--- config.mk ---
export PLATFORM = sky130hd
export DESIGN_NAME = hcpp_top
export DESIGN_NICKNAME = d
export VERILOG_FILES = /design/src/logic/hcpp_pkg.sv /design/src/logic/hcpp_top.sv
export SDC_FILE = /design/constraint.sdc
export NUM_CORES = 1
export LEC_CHECK = 0
export BUFFER_PORTS_ARGS = -buffer_cell sky130_fd_sc_hd__buf_2
export CAP_MARGIN = 25
export CORE_MARGIN = 2
export CORE_UTILIZATION = 55
export DETAILED_ROUTE_END_ITERATION = 7
export PLACE_DENSITY = 0.84
export SLEW_MARGIN = 25
export SYNTH_ARGS = -nofsm -noshare
export SYNTH_HDL_FRONTEND = slang
export SYNTH_SLANG_ARGS = --single-unit
export TNS_END_PERCENT = 10
--- constraint.sdc ---
create_clock -name mclk -period 6.5 [get_ports mclk]
set_input_delay 0.65 -clock mclk [delete_from_list [all_inputs] [get_ports mclk]]
set_output_delay 0.65 -clock mclk [all_outputs]
set_load 0.05 [all_outputs]
--- src/logic/hcpp_pkg.sv ---
// Package for the host control port pin block
package hcpp_pkg;
  localparam int unsigned MCLK_FREQ_HZ     = 200000000;
  localparam int unsigned REF_FREQ_HZ      = 28636360;
  localparam int unsigned RST_MIN_MS       = 5;
  localparam longint unsigned RST_MIN_CYC_L =
    (longint'(RST_MIN_MS) * longint'(MCLK_FREQ_HZ) + 999) / 1000;
  localparam int unsigned RST_MIN_CYC      = 32'(RST_MIN_CYC_L);
  localparam int unsigned EVT_W            = 8;
  localparam logic [6:0]  RX_IO_ADDR_LO    = 7'h4c;
  localparam logic [6:0]  RX_IO_ADDR_HI    = 7'h4d;
  localparam logic [6:0]  TX_MAIN_ADDR_LO  = 7'h72;
  localparam logic [6:0]  TX_MAIN_ADDR_HI  = 7'h7a;
  localparam logic [EVT_W-1:0] EVT_RESET   = 8'h00;

  typedef struct packed {
    logic             active_high;
    logic             mute_select;
    logic [EVT_W-1:0] event_enable;
  } hcpp_irq_cfg_s;

  typedef struct packed {
    logic [6:0] rx_io_addr;
    logic [6:0] tx_main_addr;
  } hcpp_addr_s;
endpackage : hcpp_pkg

--- src/logic/hcpp_top.sv ---
// Host control pins: chip select gating, address select, interrupt outputs, reset filter
`timescale 1ns/100ps
`default_nettype none

// Summary of operation
// - Act on control transactions only while select low
// - Address select sets receiver and transmitter addresses
// - Each general interrupt has selectable polarity
// - Enabled status bit changes assert general interrupt
// - General interrupt pin may carry audio mute
// - Transmitter interrupt only drives low, else released
// - Reset held low 5 ms resets logic
// - Power-down low powers down, high runs
// - Logic clocked from reference clock input
module hcpp_top (
  input  wire logic                         mclk,
  input  wire logic                         rst,
  input  wire logic                         reset_n_pin,
  input  wire logic                         power_down_n,
  input  wire logic                         chip_select_pin,
  input  wire logic                         slave_addr_select,
  input  wire logic                         ctrl_req,
  output logic                              ctrl_accept,
  output hcpp_pkg::hcpp_addr_s              map_addr,
  output logic                              core_reset,
  output logic                              core_enable,
  input  wire logic [hcpp_pkg::EVT_W-1:0]   status_a,
  input  wire logic [hcpp_pkg::EVT_W-1:0]   status_b,
  input  wire logic [hcpp_pkg::EVT_W-1:0]   clear_a,
  input  wire logic [hcpp_pkg::EVT_W-1:0]   clear_b,
  input  wire hcpp_pkg::hcpp_irq_cfg_s      cfg_a,
  input  wire hcpp_pkg::hcpp_irq_cfg_s      cfg_b,
  input  wire logic                         audio_mute,
  input  wire logic                         tx_irq_req,
  output logic                              general_irq_out_a,
  output logic                              general_irq_out_b,
  output logic [hcpp_pkg::EVT_W-1:0]        pending_a,
  output logic [hcpp_pkg::EVT_W-1:0]        pending_b,
  output logic                              tx_irq_o,
  output logic                              tx_irq_oe_n
);

  // Two-flop synchronisers for every pin input
  // Reset and power pins preset high, so leaving rst is no false pin reset
  logic [4:0] pin_meta_q;
  logic [4:0] pin_sync_q;
  wire  [4:0] pin_raw = {reset_n_pin, power_down_n, chip_select_pin,
                         slave_addr_select, audio_mute};

  always_ff @(posedge mclk or posedge rst) begin
    if (rst) begin
      pin_meta_q <= 5'h18;
      pin_sync_q <= 5'h18;
    end else begin
      pin_meta_q <= pin_raw;
      pin_sync_q <= pin_meta_q;
    end
  end

  wire rst_pin_low = ~pin_sync_q[4];
  wire pwr_up      = pin_sync_q[3];
  wire cs_high     = pin_sync_q[2];
  wire addr_sel_s  = pin_sync_q[1];
  wire mute_s      = pin_sync_q[0];

  // Short glitches on the reset pin are ignored; only a full-width pulse resets
  logic [31:0] rst_cnt_q;
  logic [31:0] rst_cnt_d;
  logic        core_reset_q;
  logic        core_reset_d;
  wire         rst_width_met = (rst_cnt_q >= hcpp_pkg::RST_MIN_CYC - 32'h1);
  wire  [31:0] rst_cnt_inc   = rst_width_met ? rst_cnt_q : rst_cnt_q + 32'h1;

  // Counter saturates, so a pin stuck low cannot wrap round and drop reset
  assign rst_cnt_d    = rst_pin_low ? rst_cnt_inc : 32'h0;
  // Reset stands while the pin stays low and leaves one edge after it rises
  assign core_reset_d = rst_pin_low ? (rst_width_met | core_reset_q) : 1'b0;

  always_ff @(posedge mclk or posedge rst) begin
    if (rst) begin
      rst_cnt_q    <= 32'h0;
      core_reset_q <= 1'b1;
    end else begin
      rst_cnt_q    <= rst_cnt_d;
      core_reset_q <= core_reset_d;
    end
  end

  // The reference clock is mclk here; constants use MCLK_FREQ_HZ and the crystal rate REF_FREQ_HZ is unused
  assign core_reset  = core_reset_q;
  // Powered down or held in reset: the core does no work
  assign core_enable = pwr_up & ~core_reset_q;

  // Floating select pin is pulled low outside, so only high refuses
  wire ctrl_gate_open = ~cs_high & core_enable;
  // Refused requests are dropped, nothing is queued for later
  assign ctrl_accept = ctrl_req & ctrl_gate_open;

  // Select level is re-registered so both map addresses switch on one edge
  logic addr_sel_q;
  logic addr_sel_d;

  assign addr_sel_d = addr_sel_s;

  always_ff @(posedge mclk or posedge rst) begin
    if (rst) begin
      addr_sel_q <= 1'b0;
    end else begin
      addr_sel_q <= addr_sel_d;
    end
  end

  // One decode serves both maps
  function automatic logic [6:0] pick_addr(
    input logic       sel,
    input logic [6:0] addr_lo,
    input logic [6:0] addr_hi
  );
    pick_addr = sel ? addr_hi : addr_lo;
  endfunction

  // Pin level for a logical level under the chosen polarity
  function automatic logic drive_level(
    input logic active_high,
    input logic level_in
  );
    drive_level = active_high ? level_in : ~level_in;
  endfunction

  wire [6:0] rx_io_addr_sel   = pick_addr(addr_sel_q, hcpp_pkg::RX_IO_ADDR_LO,
                                          hcpp_pkg::RX_IO_ADDR_HI);
  wire [6:0] tx_main_addr_sel = pick_addr(addr_sel_q, hcpp_pkg::TX_MAIN_ADDR_LO,
                                          hcpp_pkg::TX_MAIN_ADDR_HI);

  assign map_addr.rx_io_addr   = rx_io_addr_sel;
  assign map_addr.tx_main_addr = tx_main_addr_sel;

  // Per-output change detector, sticky pending, polarity and mute select
  wire  [hcpp_pkg::EVT_W-1:0] stat_in  [2];
  wire  [hcpp_pkg::EVT_W-1:0] clr_in   [2];
  hcpp_pkg::hcpp_irq_cfg_s    cfg_in   [2];
  wire  [hcpp_pkg::EVT_W-1:0] pend_out [2];
  wire  [1:0]                 pin_out;

  assign stat_in[0] = status_a;
  assign stat_in[1] = status_b;
  assign clr_in[0]  = clear_a;
  assign clr_in[1]  = clear_b;
  assign cfg_in[0]  = cfg_a;
  assign cfg_in[1]  = cfg_b;

  genvar gi;
  generate
    for (gi = 0; gi < 2; gi++) begin : g_irq
      // Each output keeps its own state, so no register has two drivers
      logic [hcpp_pkg::EVT_W-1:0] stat_prev_q;
      logic [hcpp_pkg::EVT_W-1:0] pend_q;
      logic                       pin_q;
      wire  [hcpp_pkg::EVT_W-1:0] enable   = cfg_in[gi].event_enable;
      wire  [hcpp_pkg::EVT_W-1:0] change   = (stat_in[gi] ^ stat_prev_q) & enable;
      // Set beats clear, so an event landing with its clear is not lost
      wire  [hcpp_pkg::EVT_W-1:0] pend_d   = (pend_q & ~clr_in[gi]) | change;
      wire                        irq_act  = |(pend_q & enable);
      // Mute ignores pending; events still collect for later
      wire                        level    = cfg_in[gi].mute_select ? mute_s : irq_act;
      wire                        pin_d    = drive_level(cfg_in[gi].active_high, level);
      wire                        pin_idle = drive_level(cfg_in[gi].active_high, 1'b0);

      always_ff @(posedge mclk or posedge rst) begin
        if (rst) begin
          stat_prev_q <= hcpp_pkg::EVT_RESET;
          pend_q      <= hcpp_pkg::EVT_RESET;
          pin_q       <= 1'b1;
        end else if (core_reset_q) begin
          // Track status so leaving reset raises no stale change
          stat_prev_q <= stat_in[gi];
          pend_q      <= hcpp_pkg::EVT_RESET;
          pin_q       <= pin_idle;
        end else begin
          stat_prev_q <= stat_in[gi];
          pend_q      <= pend_d;
          pin_q       <= pin_d;
        end
      end

      assign pend_out[gi] = pend_q;
      assign pin_out[gi]  = pin_q;
    end
  endgenerate

  assign general_irq_out_a = pin_out[0];
  assign general_irq_out_b = pin_out[1];
  assign pending_a         = pend_out[0];
  assign pending_b         = pend_out[1];

  // Request is registered so the shared line never glitches low
  logic tx_irq_q;
  logic tx_irq_d;

  assign tx_irq_d = tx_irq_req & ~core_reset_q;

  always_ff @(posedge mclk or posedge rst) begin
    if (rst) begin
      tx_irq_q <= 1'b0;
    end else begin
      tx_irq_q <= tx_irq_d;
    end
  end

  // Open drain: only ever drive zero; enable is active low
  assign tx_irq_o    = 1'b0;
  assign tx_irq_oe_n = ~tx_irq_q;

endmodule // hcpp_top

`default_nettype wire

; ---- Word-level counts from Yosys, hierarchy flattened
; Cells that the tools add are included.
[totals]
inputBits = 61
output_inout_bits = 37
reg_bits = 79
elab_cells = 54
[classes]
reduce_logical = 2
addsub = 1
n_eq_ne = 1
n_mux = 15
n_bitwise = 22
order_cmp = 1
[ops]
columns = operator, count
row1 = two-way mux 32 bit, 2
row2 = bitwise AND 8 bit, 6
row3 = adder 32 x 1 -> 32 bit (second input constant), 1
row4 = greater-or-equal comparator 32 x 20 -> 1 bit (second input constant), 1
row5 = two-way mux 8 bit, 2
row6 = inverter 8 bit, 2
row7 = bitwise OR 8 bit, 2
row8 = OR reduction 8 bit, 2
row9 = bitwise XOR 8 bit, 2
row10 = two-way mux 1 bit, 10
row11 = inverter 1 bit, 5
row12 = bitwise AND 1 bit, 4
row13 = two-way mux 4 bit, 1
row14 = inequality test 2 bit (second input constant), 1
row15 = bitwise OR 1 bit, 1

; ---- Logic depth before layout (Yosys ltp)
; Gate-level depths: netlist of the first run.
[logic_depth]
word_depth = 6
depth_mapped = 8
depth_no_buf = 6

; ---- Least setup slack after synthesis of the first run
; Ideal clock, no wire load.
[synth_path]
path_type = reg-to-output
startpoint = register pin_sync_q[3]
endpoint = output ctrl_accept
arrival_ns = 1.809
required_time_ns = 5.850
setup_slack_ns = 4.041
stages_incl_launch_ff = 3
path_buffers = 0
path_cell_list = dfstp_2 -> nor2b_1 -> and3b_1
[synth_between]
elab_chain_len = 3
[synth_lines]
columns = element, line
row1 = from (decl), hcpp_top.sv:46  ; logic [4:0] pin_sync_q;
row2 = from (signal assigned), hcpp_top.sv:56  ; pin_sync_q <= pin_meta_q;
row3 = bitwise AND 1 bit, hcpp_top.sv:92  ; assign core_enable = pwr_up & ~core_reset_q;
row4 = net core_enable, hcpp_top.sv:26  ; output logic core_enable,
row5 = bitwise AND 1 bit, hcpp_top.sv:95  ; wire ctrl_gate_open = ~cs_high & core_enable;
row6 = bitwise AND 1 bit, hcpp_top.sv:97  ; assign ctrl_accept = ctrl_req & ctrl_gate_open;
row7 = to (decl), hcpp_top.sv:23  ; output logic ctrl_accept,
; The timed path passes the listed nets, and every way through them passes these cells.

; ---- Final worst setup path of the first run
[layout_path]
startpoint = register rst_cnt_q[0]
endpoint = register rst_cnt_q[15]
[layout_between]
elab_chain_len = 3
word_cells_on_any_way = 5
cone_classes = add/sub (1) / order compare (1) / eq/ne (1) / mux (2)
[layout_lines]
columns = element, line
row1 = from (decl), hcpp_top.sv:67  ; logic [31:0] rst_cnt_q;
row2 = from (signal assigned), hcpp_top.sv:84  ; rst_cnt_q <= rst_cnt_d;
row3 = adder 32 x 1 -> 32 bit, hcpp_top.sv:72  ; wire [31:0] rst_cnt_inc = rst_width_met ? rst_cnt_q : rst_cnt_q + 32'h1;
row4 = two-way mux 32 bit, hcpp_top.sv:72
row5 = two-way mux 32 bit, hcpp_top.sv:75  ; assign rst_cnt_d = rst_pin_low ? rst_cnt_inc : 32'h0;
; Parallel ways exist; a longest one is shown, timed or not. The select of a mux whose other input is x is not followed.
; A chain may end at the register's enable or synchronous reset.

==> impl_metrics.csv, run 1 <==
group,metric,value,unit
die,ios,98,
die,die_width,82.5,µm
route,drc,0,
worst_setup_path,end_kind,"register",
synth,synthDistinctLibCells,38,
timing,period_minus_slack,2.44,ns
synth,netlist_instances,310,
clock_tree,clk_latency,0.34,ns
synth,ys_seq_area_frac,0.585,
die,dieArea,0.00681,mm²
synth,yosys.area_share.adder,0.00369,
layout,nets,453,
synth,synth-main-ff-cell,"dfrtp_1",
route,drt-total-wl,6530,µm
timing,min_period_over_period,0.376,
route,drtPass1Iterations,4,
synth,synth_commonest_cells,"dfrtp_1 (72), a21oi_1 (34), nor2b_1 (28)",
power_and_ir_drop,switching_share,0.270,
die,core,0.00596,mm²
route,vias,2531,
layout,utilization,0.681,
synth,synth_top_family_by_area,"simple AND/OR/NAND/NOR gates",
synth,synthXorXnorAreaFrac,0.0491,
power_and_ir_drop,ir_drop,0.000159,V
flow_run,drv_cap,0,
layout,diodes,0,
global_routing,grt_pass1_vias,2436,
synth,netlist_area,0.00339,mm²
worst_setup_path,criticalPathCategory,"reg2reg",
power_and_ir_drop,clkPwrFrac,0.390,
placed_design,place_hpwl,4570,µm
global_routing,overflow,0,
clock_tree,cts_tree,"done",
placed_design,pre_cts_slack,4.08,ns
worst_setup_path,crit_path_start_kind,"register",
worst_setup_path,crit_chain,"ha_1, and2_1, a211oi_1, o211ai_4, nor4_1, mux2_2",
power_and_ir_drop,power.density,281,mW/mm²
placed_design,io_buffers,84,
synth,synth-simple-area-share,0.186,
layout,n_fill_cell,449,
synth,yosysMostFrequentCell,"dfrtp_1",
clock_tree,cts_hold_buf,0,
timing,finalClockSkew,0.00715,ns
synth,syn_area_per_cell,10.9,µm²
power_and_ir_drop,pwr-share-comb,0.141,
route,ant_nets,0,
power_and_ir_drop,p_seq_frac,0.469,
worst_setup_path,critPathMaxFanout,38,
timing,layout_setup_ws,4.06,ns
placed_design,place_congestion,0.782,
layout,area_growth,19.5,%
die,initial_core_util,0.570,
timing,rsz0062_at_grt,"false",
clock_tree,cts_resized,0,
timing,fin_tns_setup,0,ns
synth,yosysTopAreaCellShare,0.531,
worst_setup_path,cp.arrival,2.68,ns
die,die_h,82.5,µm
clock_tree,h-tree-depth,3,
global_routing,track_usage,0.206,
route,vias_per_cell,5.37,
timing,fmax,410,MHz
synth,yosys.area.top_type,"dfrtp_1",
clock_tree,ctsLongestPathBuffers,2,
route,wl_per_cell,13.9,µm
synth,async_flop_share,1.00,
power_and_ir_drop,power.internal,0.832,mW
clock_tree,cts_setup_buffers,0,
global_routing,grt_max_degree,80,
worst_setup_path,cp_data_required_time,6.74,ns
timing,finalMaxSlewViolations,0,
run_status,outcome,"finished clean",
synth,synth_edf_count,0,
worst_setup_path,slowest_delay,0.42,ns
clock_tree,cts_buffers,9,
clock_tree,root_buffer,"clkbuf_8",
clock_tree,cts_sinks,79,
synth,synth_compound_area_frac,0.111,
power_and_ir_drop,p_switching,0.308,mW
power_and_ir_drop,leakagePower,1.92,nW
timing,tightest_slew,0.846,ns
synth,yosysWarningCount,0,
timing,finalHoldViolCount,0,
route,drtIter0Drc,193,
synth,ys_ff_latch,79,
timing,max-slew-margin-rel,0.433,
clock_tree,clkTransAtPathRegs,0.08,ns
min_path,hp-class,"reg2reg",
die,row_count,28,
synth,synth.area.mux_share,0.00627,
worst_setup_path,r2r_slack,4.06,ns
timing,setup_viol,0,
layout,drive_above_1_share,0.283,
synth,synth_area_leaders,"dfrtp_1 (53%), dfstp_2 (5.4%), nor2b_1 (5.2%), a21oi_1 (5.0%), xor2_1 (4.4%)",
global_routing,grt_first_pass_wirelength,10600,µm
worst_setup_path,crit_slowest_cell,"nor4_1",
global_routing,antenna_found_initial,0,
==> cell usage in the layout (no fill, tap or decap), types with 13 or more instances in the layout <==
master / Yosys / layout
nand2_1: 17 / 17
or4_1: 13 / 13
conb_1: 2 / 13
dfrtp_1: 72 / 72
nor2_1: 22 / 22
nor2b_1: 28 / 28
xor2_1: 17 / 17
buf_2: 3 / 84
a21oi_1: 34 / 34
==> final timing paths <==
check	startpoint	end	cells past startpoint
worst max-delay path	rst_cnt_q[0]	rst_cnt_q[15]	6
worst min register to register	pin_meta_q[0]	pin_sync_q[0]	0
min in group asynchronous	rst	tx_irq_q	3
worst min-delay path	pin_meta_q[0]	pin_sync_q[0]	0
worst max register to register	rst_cnt_q[0]	rst_cnt_q[15]	6
max in group asynchronous	rst	rst_cnt_q[6]	3
==> logic make-up (layout without fill, tap and decap cells) <==
logic type	Yosys count	count (layout)
xor+xnor	19	19
other cells	2	13
buf+inv	33	108
simple gates	113	113
mux	2	2
fa+ha+maj	1	1
compound gates	61	61
flops	79	79
==> critical path: cells and delay by family, from the launching register on <==
kind | cells | cell delay [ns]
AOI/OAI and AO/OA | 2 | 0.70
adders and majority gates | 1 | 0.23
DFF | 1 | 0.41
muxes | 1 | 0.37
and+or+nand+nor | 2 | 0.63
==> power groups by stage <==
stage / combinational [mW] / sequential (mW) / clock, mW
floorplan: 0.0725 / 0.590 / 0
global placement: 0.159 / 0.542 / 0
detailed placement: 0.161 / 0.544 / 0
CTS: 0.162 / 0.534 / 0.458
global route: 0.176 / 0.537 / 0.479
finish: 0.161 / 0.534 / 0.444
==> sequential cells by signal (all words and copies together), names as in the netlist <==
register,cells
general_irq_out_a,1
g_irq.stat_prev_q,16
pending_a,8
pending_b,8
addr_sel_q,1
tx_irq_q,1
rst_cnt_q,32
core_reset,1
general_irq_out_b,1
pin_sync_q,5
pin_meta_q,5
==> layout make-up <==
type | count | area [µm²] | area share
Sequential cell | 79 | 1990 | 0.490
Multi-Input combinational cell | 209 | 1260 | 0.312
Timing Repair Buffer | 85 | 432 | 0.106
Clock buffer | 10 | 138 | 0.0340
Clock inverter | 6 | 115 | 0.0284
Tap cell | 75 | 93.8 | 0.0231
Inverter | 7 | 26.3 | 0.00648
==> through the flow <==
step                instances  hold slack [ns]  instance area, µm²  power (mW)
finish                    471            0.357                4050        1.14
global route              471            0.362                4050        1.19
CTS                       471            0.358                4050        1.15
detailed placement        455            0.344                3800       0.706
global placement          455            0.332                3790       0.702
floorplan                 321            0.331                3430       0.663
==> per-layer routing <==
layer  GRT usage  vias up  routed length, µm
met5           0        -                  0
met4      0.0770        0                 66
met3      0.0457        9                431
met2       0.348       90               3170
met1       0.260     1219               2870
li1            -     1213                  -
Note: power is estimated with default switching activity, not from simulation.
==> run 2, diff against run 1 <==
--- a/config.mk
+++ b/config.mk
@@ -8,9 +8,9 @@
 export BUFFER_PORTS_ARGS = -buffer_cell sky130_fd_sc_hd__buf_2
 export CAP_MARGIN = 25
 export CORE_MARGIN = 2
-export CORE_UTILIZATION = 55
+export CORE_UTILIZATION = 46
 export DETAILED_ROUTE_END_ITERATION = 7
-export PLACE_DENSITY = 0.84
+export PLACE_DENSITY = 0.75
 export SLEW_MARGIN = 25
 export SYNTH_ARGS = -nofsm -noshare
 export SYNTH_HDL_FRONTEND = slang
==> constraint.sdc (replaced) <==
create_clock -name mclk -period 2.05 [get_ports mclk]
set_input_delay 0.205 -clock mclk [delete_from_list [all_inputs] [get_ports mclk]]
set_output_delay 0.205 -clock mclk [all_outputs]
set_load 0.05 [all_outputs]
==> run 2 against run 1 <==
Die area grew 19%. Largest power group unchanged. Critical path depth grew 2. Sequential share of layout area shrank 5.5 points. Worst hold slack lost 0.34 ns. Non-clock buffer count grew 50. Combinational power grew to 3.5 times the previous value. Flip-flop and latch count is the same. Core utilization shrank 4.7 points. The run now ends with negative setup slack left. Critical path type unchanged. Global-route usage shrank 1.9 points.
==> impl_metrics.csv, run 2 (synthesized netlist as in run 1, its figures left out) <==
group,metric,value,unit
layout,drive_above_1_share,0.350,
timing,fmax,471,MHz
timing,min_period_over_period,1.03,
worst_setup_path,critPathLaunch,"rst_cnt_q[1]",
worst_setup_path,criticalPathCategory,"reg2reg",
clock_tree,cts_sinks,79,
die,row_count,31,
layout,final_cell_mix,"buf_2 (85), dfrtp_1 (72), nor2b_1 (28)",
timing,finalClockSkew,0.00977,ns
timing,rsz0062_at_grt,"true",
worst_setup_path,crit_path_start_kind,"register",
power_and_ir_drop,ir_drop,0.000383,V
route,ant_nets,0,
timing,setup_viol,7,
min_path,hold_path.startpoint,"cfg_b[9]",
die,ios,98,
layout,area_growth,34.7,%
global_routing,overflow,0,
run_status,violations,"negative setup slack",
worst_setup_path,slowest_delay,0.51,ns
route,drtPass1Iterations,4,
worst_setup_path,end_kind,"register",
timing,finalHoldViolCount,0,
placed_design,place_hpwl,4930,µm
worst_setup_path,cp.arrival,2.40,ns
worst_setup_path,r2r_start,"rst_cnt_q[1]",
clock_tree,clkTransAtPathRegs,0.08,ns
global_routing,track_usage,0.187,
timing,tightest_slew,0.584,ns
placed_design,io_buffers,84,
layout,max_flop_register,"rst_cnt_q",
clock_tree,h-tree-depth,3,
worst_setup_path,rr_worst_depth,8,
placed_design,pre_cts_slack,-0.0726,ns
power_and_ir_drop,leakagePower,2.16,nW
worst_setup_path,crit_chain,"ha_2, and2_4, a211oi_4, o211ai_2, buf_4, buf_6, or4_4, a21oi_2",
global_routing,grt_max_degree,49,
die,initial_core_util,0.470,
route,vias,2732,
global_routing,grt_first_pass_wirelength,12300,µm
die,dieArea,0.00808,mm²
power_and_ir_drop,power.density,771,mW/mm²
route,drt-total-wl,7430,µm
timing,period_minus_slack,2.12,ns
worst_setup_path,crit_slowest_cell,"or4_4",
worst_setup_path,critPathMaxFanout,8,
clock_tree,cts_buffers,9,
run_status,outcome,"finished with violations",
clock_tree,clk_latency,0.35,ns
power_and_ir_drop,pwr-share-comb,0.162,
route,drc,0,
power_and_ir_drop,switching_share,0.284,
route,wl_per_cell,13.6,µm
layout,n_fill_cell,565,
min_path,hp-class,"in2reg",
power_and_ir_drop,power.internal,2.52,mW
timing,whs,0.0170,ns
layout,largest_reg_flops,32,
worst_setup_path,crit_end,"rst_cnt_q[7]",
flow_run,drv_cap,0,
die,core,0.00721,mm²
layout,multi_input_area,0.00134,mm²
worst_setup_path,r2r_slack,-0.07,ns
die,die_width,89.9,µm
route,vias_per_cell,5.01,
power_and_ir_drop,p_seq_frac,0.480,
layout,reg_top3,"rst_cnt_q (32), g_irq.stat_prev_q (16)",
layout,seq_area,0.00199,mm²
worst_setup_path,rr_endpoint,"rst_cnt_q[7]",
clock_tree,root_buffer,"clkbuf_8",
timing,layout_setup_ws,-0.0716,ns
clock_tree,ctsLongestPathBuffers,2,
layout,mostFrequentLayoutCell,"buf_2",
power_and_ir_drop,clkPwrFrac,0.358,
power_and_ir_drop,p_switching,1.00,mW
worst_setup_path,cp_data_required_time,2.33,ns
clock_tree,cts_tree,"done",
layout,nets,503,
timing,max-slew-margin-rel,0.611,
layout,diodes,0,
placed_design,place_congestion,0.772,
timing,fin_tns_setup,-0.283,ns
global_routing,antenna_found_initial,0,
route,drtIter0Drc,110,
timing,finalMaxSlewViolations,0,
die,die_h,89.9,µm
global_routing,grt_pass1_vias,2694,
-- run 2: cell types whose count changed in the layout (fill, tap and decap cells not counted), sizes merged --
| cell | delta |
|---|---|
| clkinv | +2 |
| bufinv | -1 |
| clkinvlp | +1 |
| buf | +27 |
| dlygate4sd3 | +23 |
| inv | -2 |
-- run 2: cell type report --
type | instances | share of cell area
inverters | 7 | 0.00657
clock inverters | 6 | 0.0205
flip-flops and latches | 79 | 0.435
multi-input cells | 209 | 0.292
repair buffers | 135 | 0.191
well taps | 99 | 0.0271
clock buffers | 10 | 0.0279
-- run 2: critical path, delay by kind of cell, from the launching register on --
family | cells | cell delay (ns)
fa+ha+maj | 1 | 0.19
flops | 1 | 0.39
simple gates | 2 | 0.67
compound gates | 3 | 0.51
buf+inv | 2 | 0.28
-- run 2: what timing repair did --
item | CTS | global route
gates resized for setup | 2 | 25
buffers inserted | 0 | 9
cloned | 0 | 1
setup endpoints to repair | 11 | 17
hold endpoints to repair | 51 | 0
hold buffers | 23 | 0
pin swaps | 0 | 17
-- run 2: metrics by stage --
stage	std cells	util	total power, mW	cell area (µm²)
final	545	0.633	3.52	4570
after global routing	545	0.633	3.67	4570
after CTS	535	0.612	3.55	4410
after detailed placement	496	0.548	2.25	3950
after global placement	496	0.548	2.24	3950
after floorplan	321	-	2.10	3440
-- run 2: routing by layer --
metal | vias up | track usage | part of all wire
met3 | 10 | 0.0478 | 0.060
met4 | 0 | 0.0731 | 0.015
met5 | - | 0 | 0
met1 | 1315 | 0.239 | 0.43
li1 | 1312 | - | -
met2 | 95 | 0.309 | 0.49
-- run 2: how the worst min path moves through the flow --
stage | to | slack, ns | cells after the start
floorplan | pin_meta_q[3] | 0.21 | 0
global route | general_irq_out_b | 0.009 | 2
finish | general_irq_out_b | 0.02 | 2
global placement | pin_meta_q[1] | 0.08 | 2
CTS | general_irq_out_b | 0.007 | 2
detailed placement | pin_meta_q[1] | 0.08 | 2
-- run 2: power by group through the flow --
stage | clock [mW] | sequential, mW | combinational, mW
floorplan | 0 | 1.87 | 0.230
global route | 1.36 | 1.70 | 0.611
detailed placement | 0 | 1.72 | 0.528
finish | 1.26 | 1.69 | 0.571
CTS | 1.29 | 1.69 | 0.564
global placement | 0 | 1.72 | 0.521
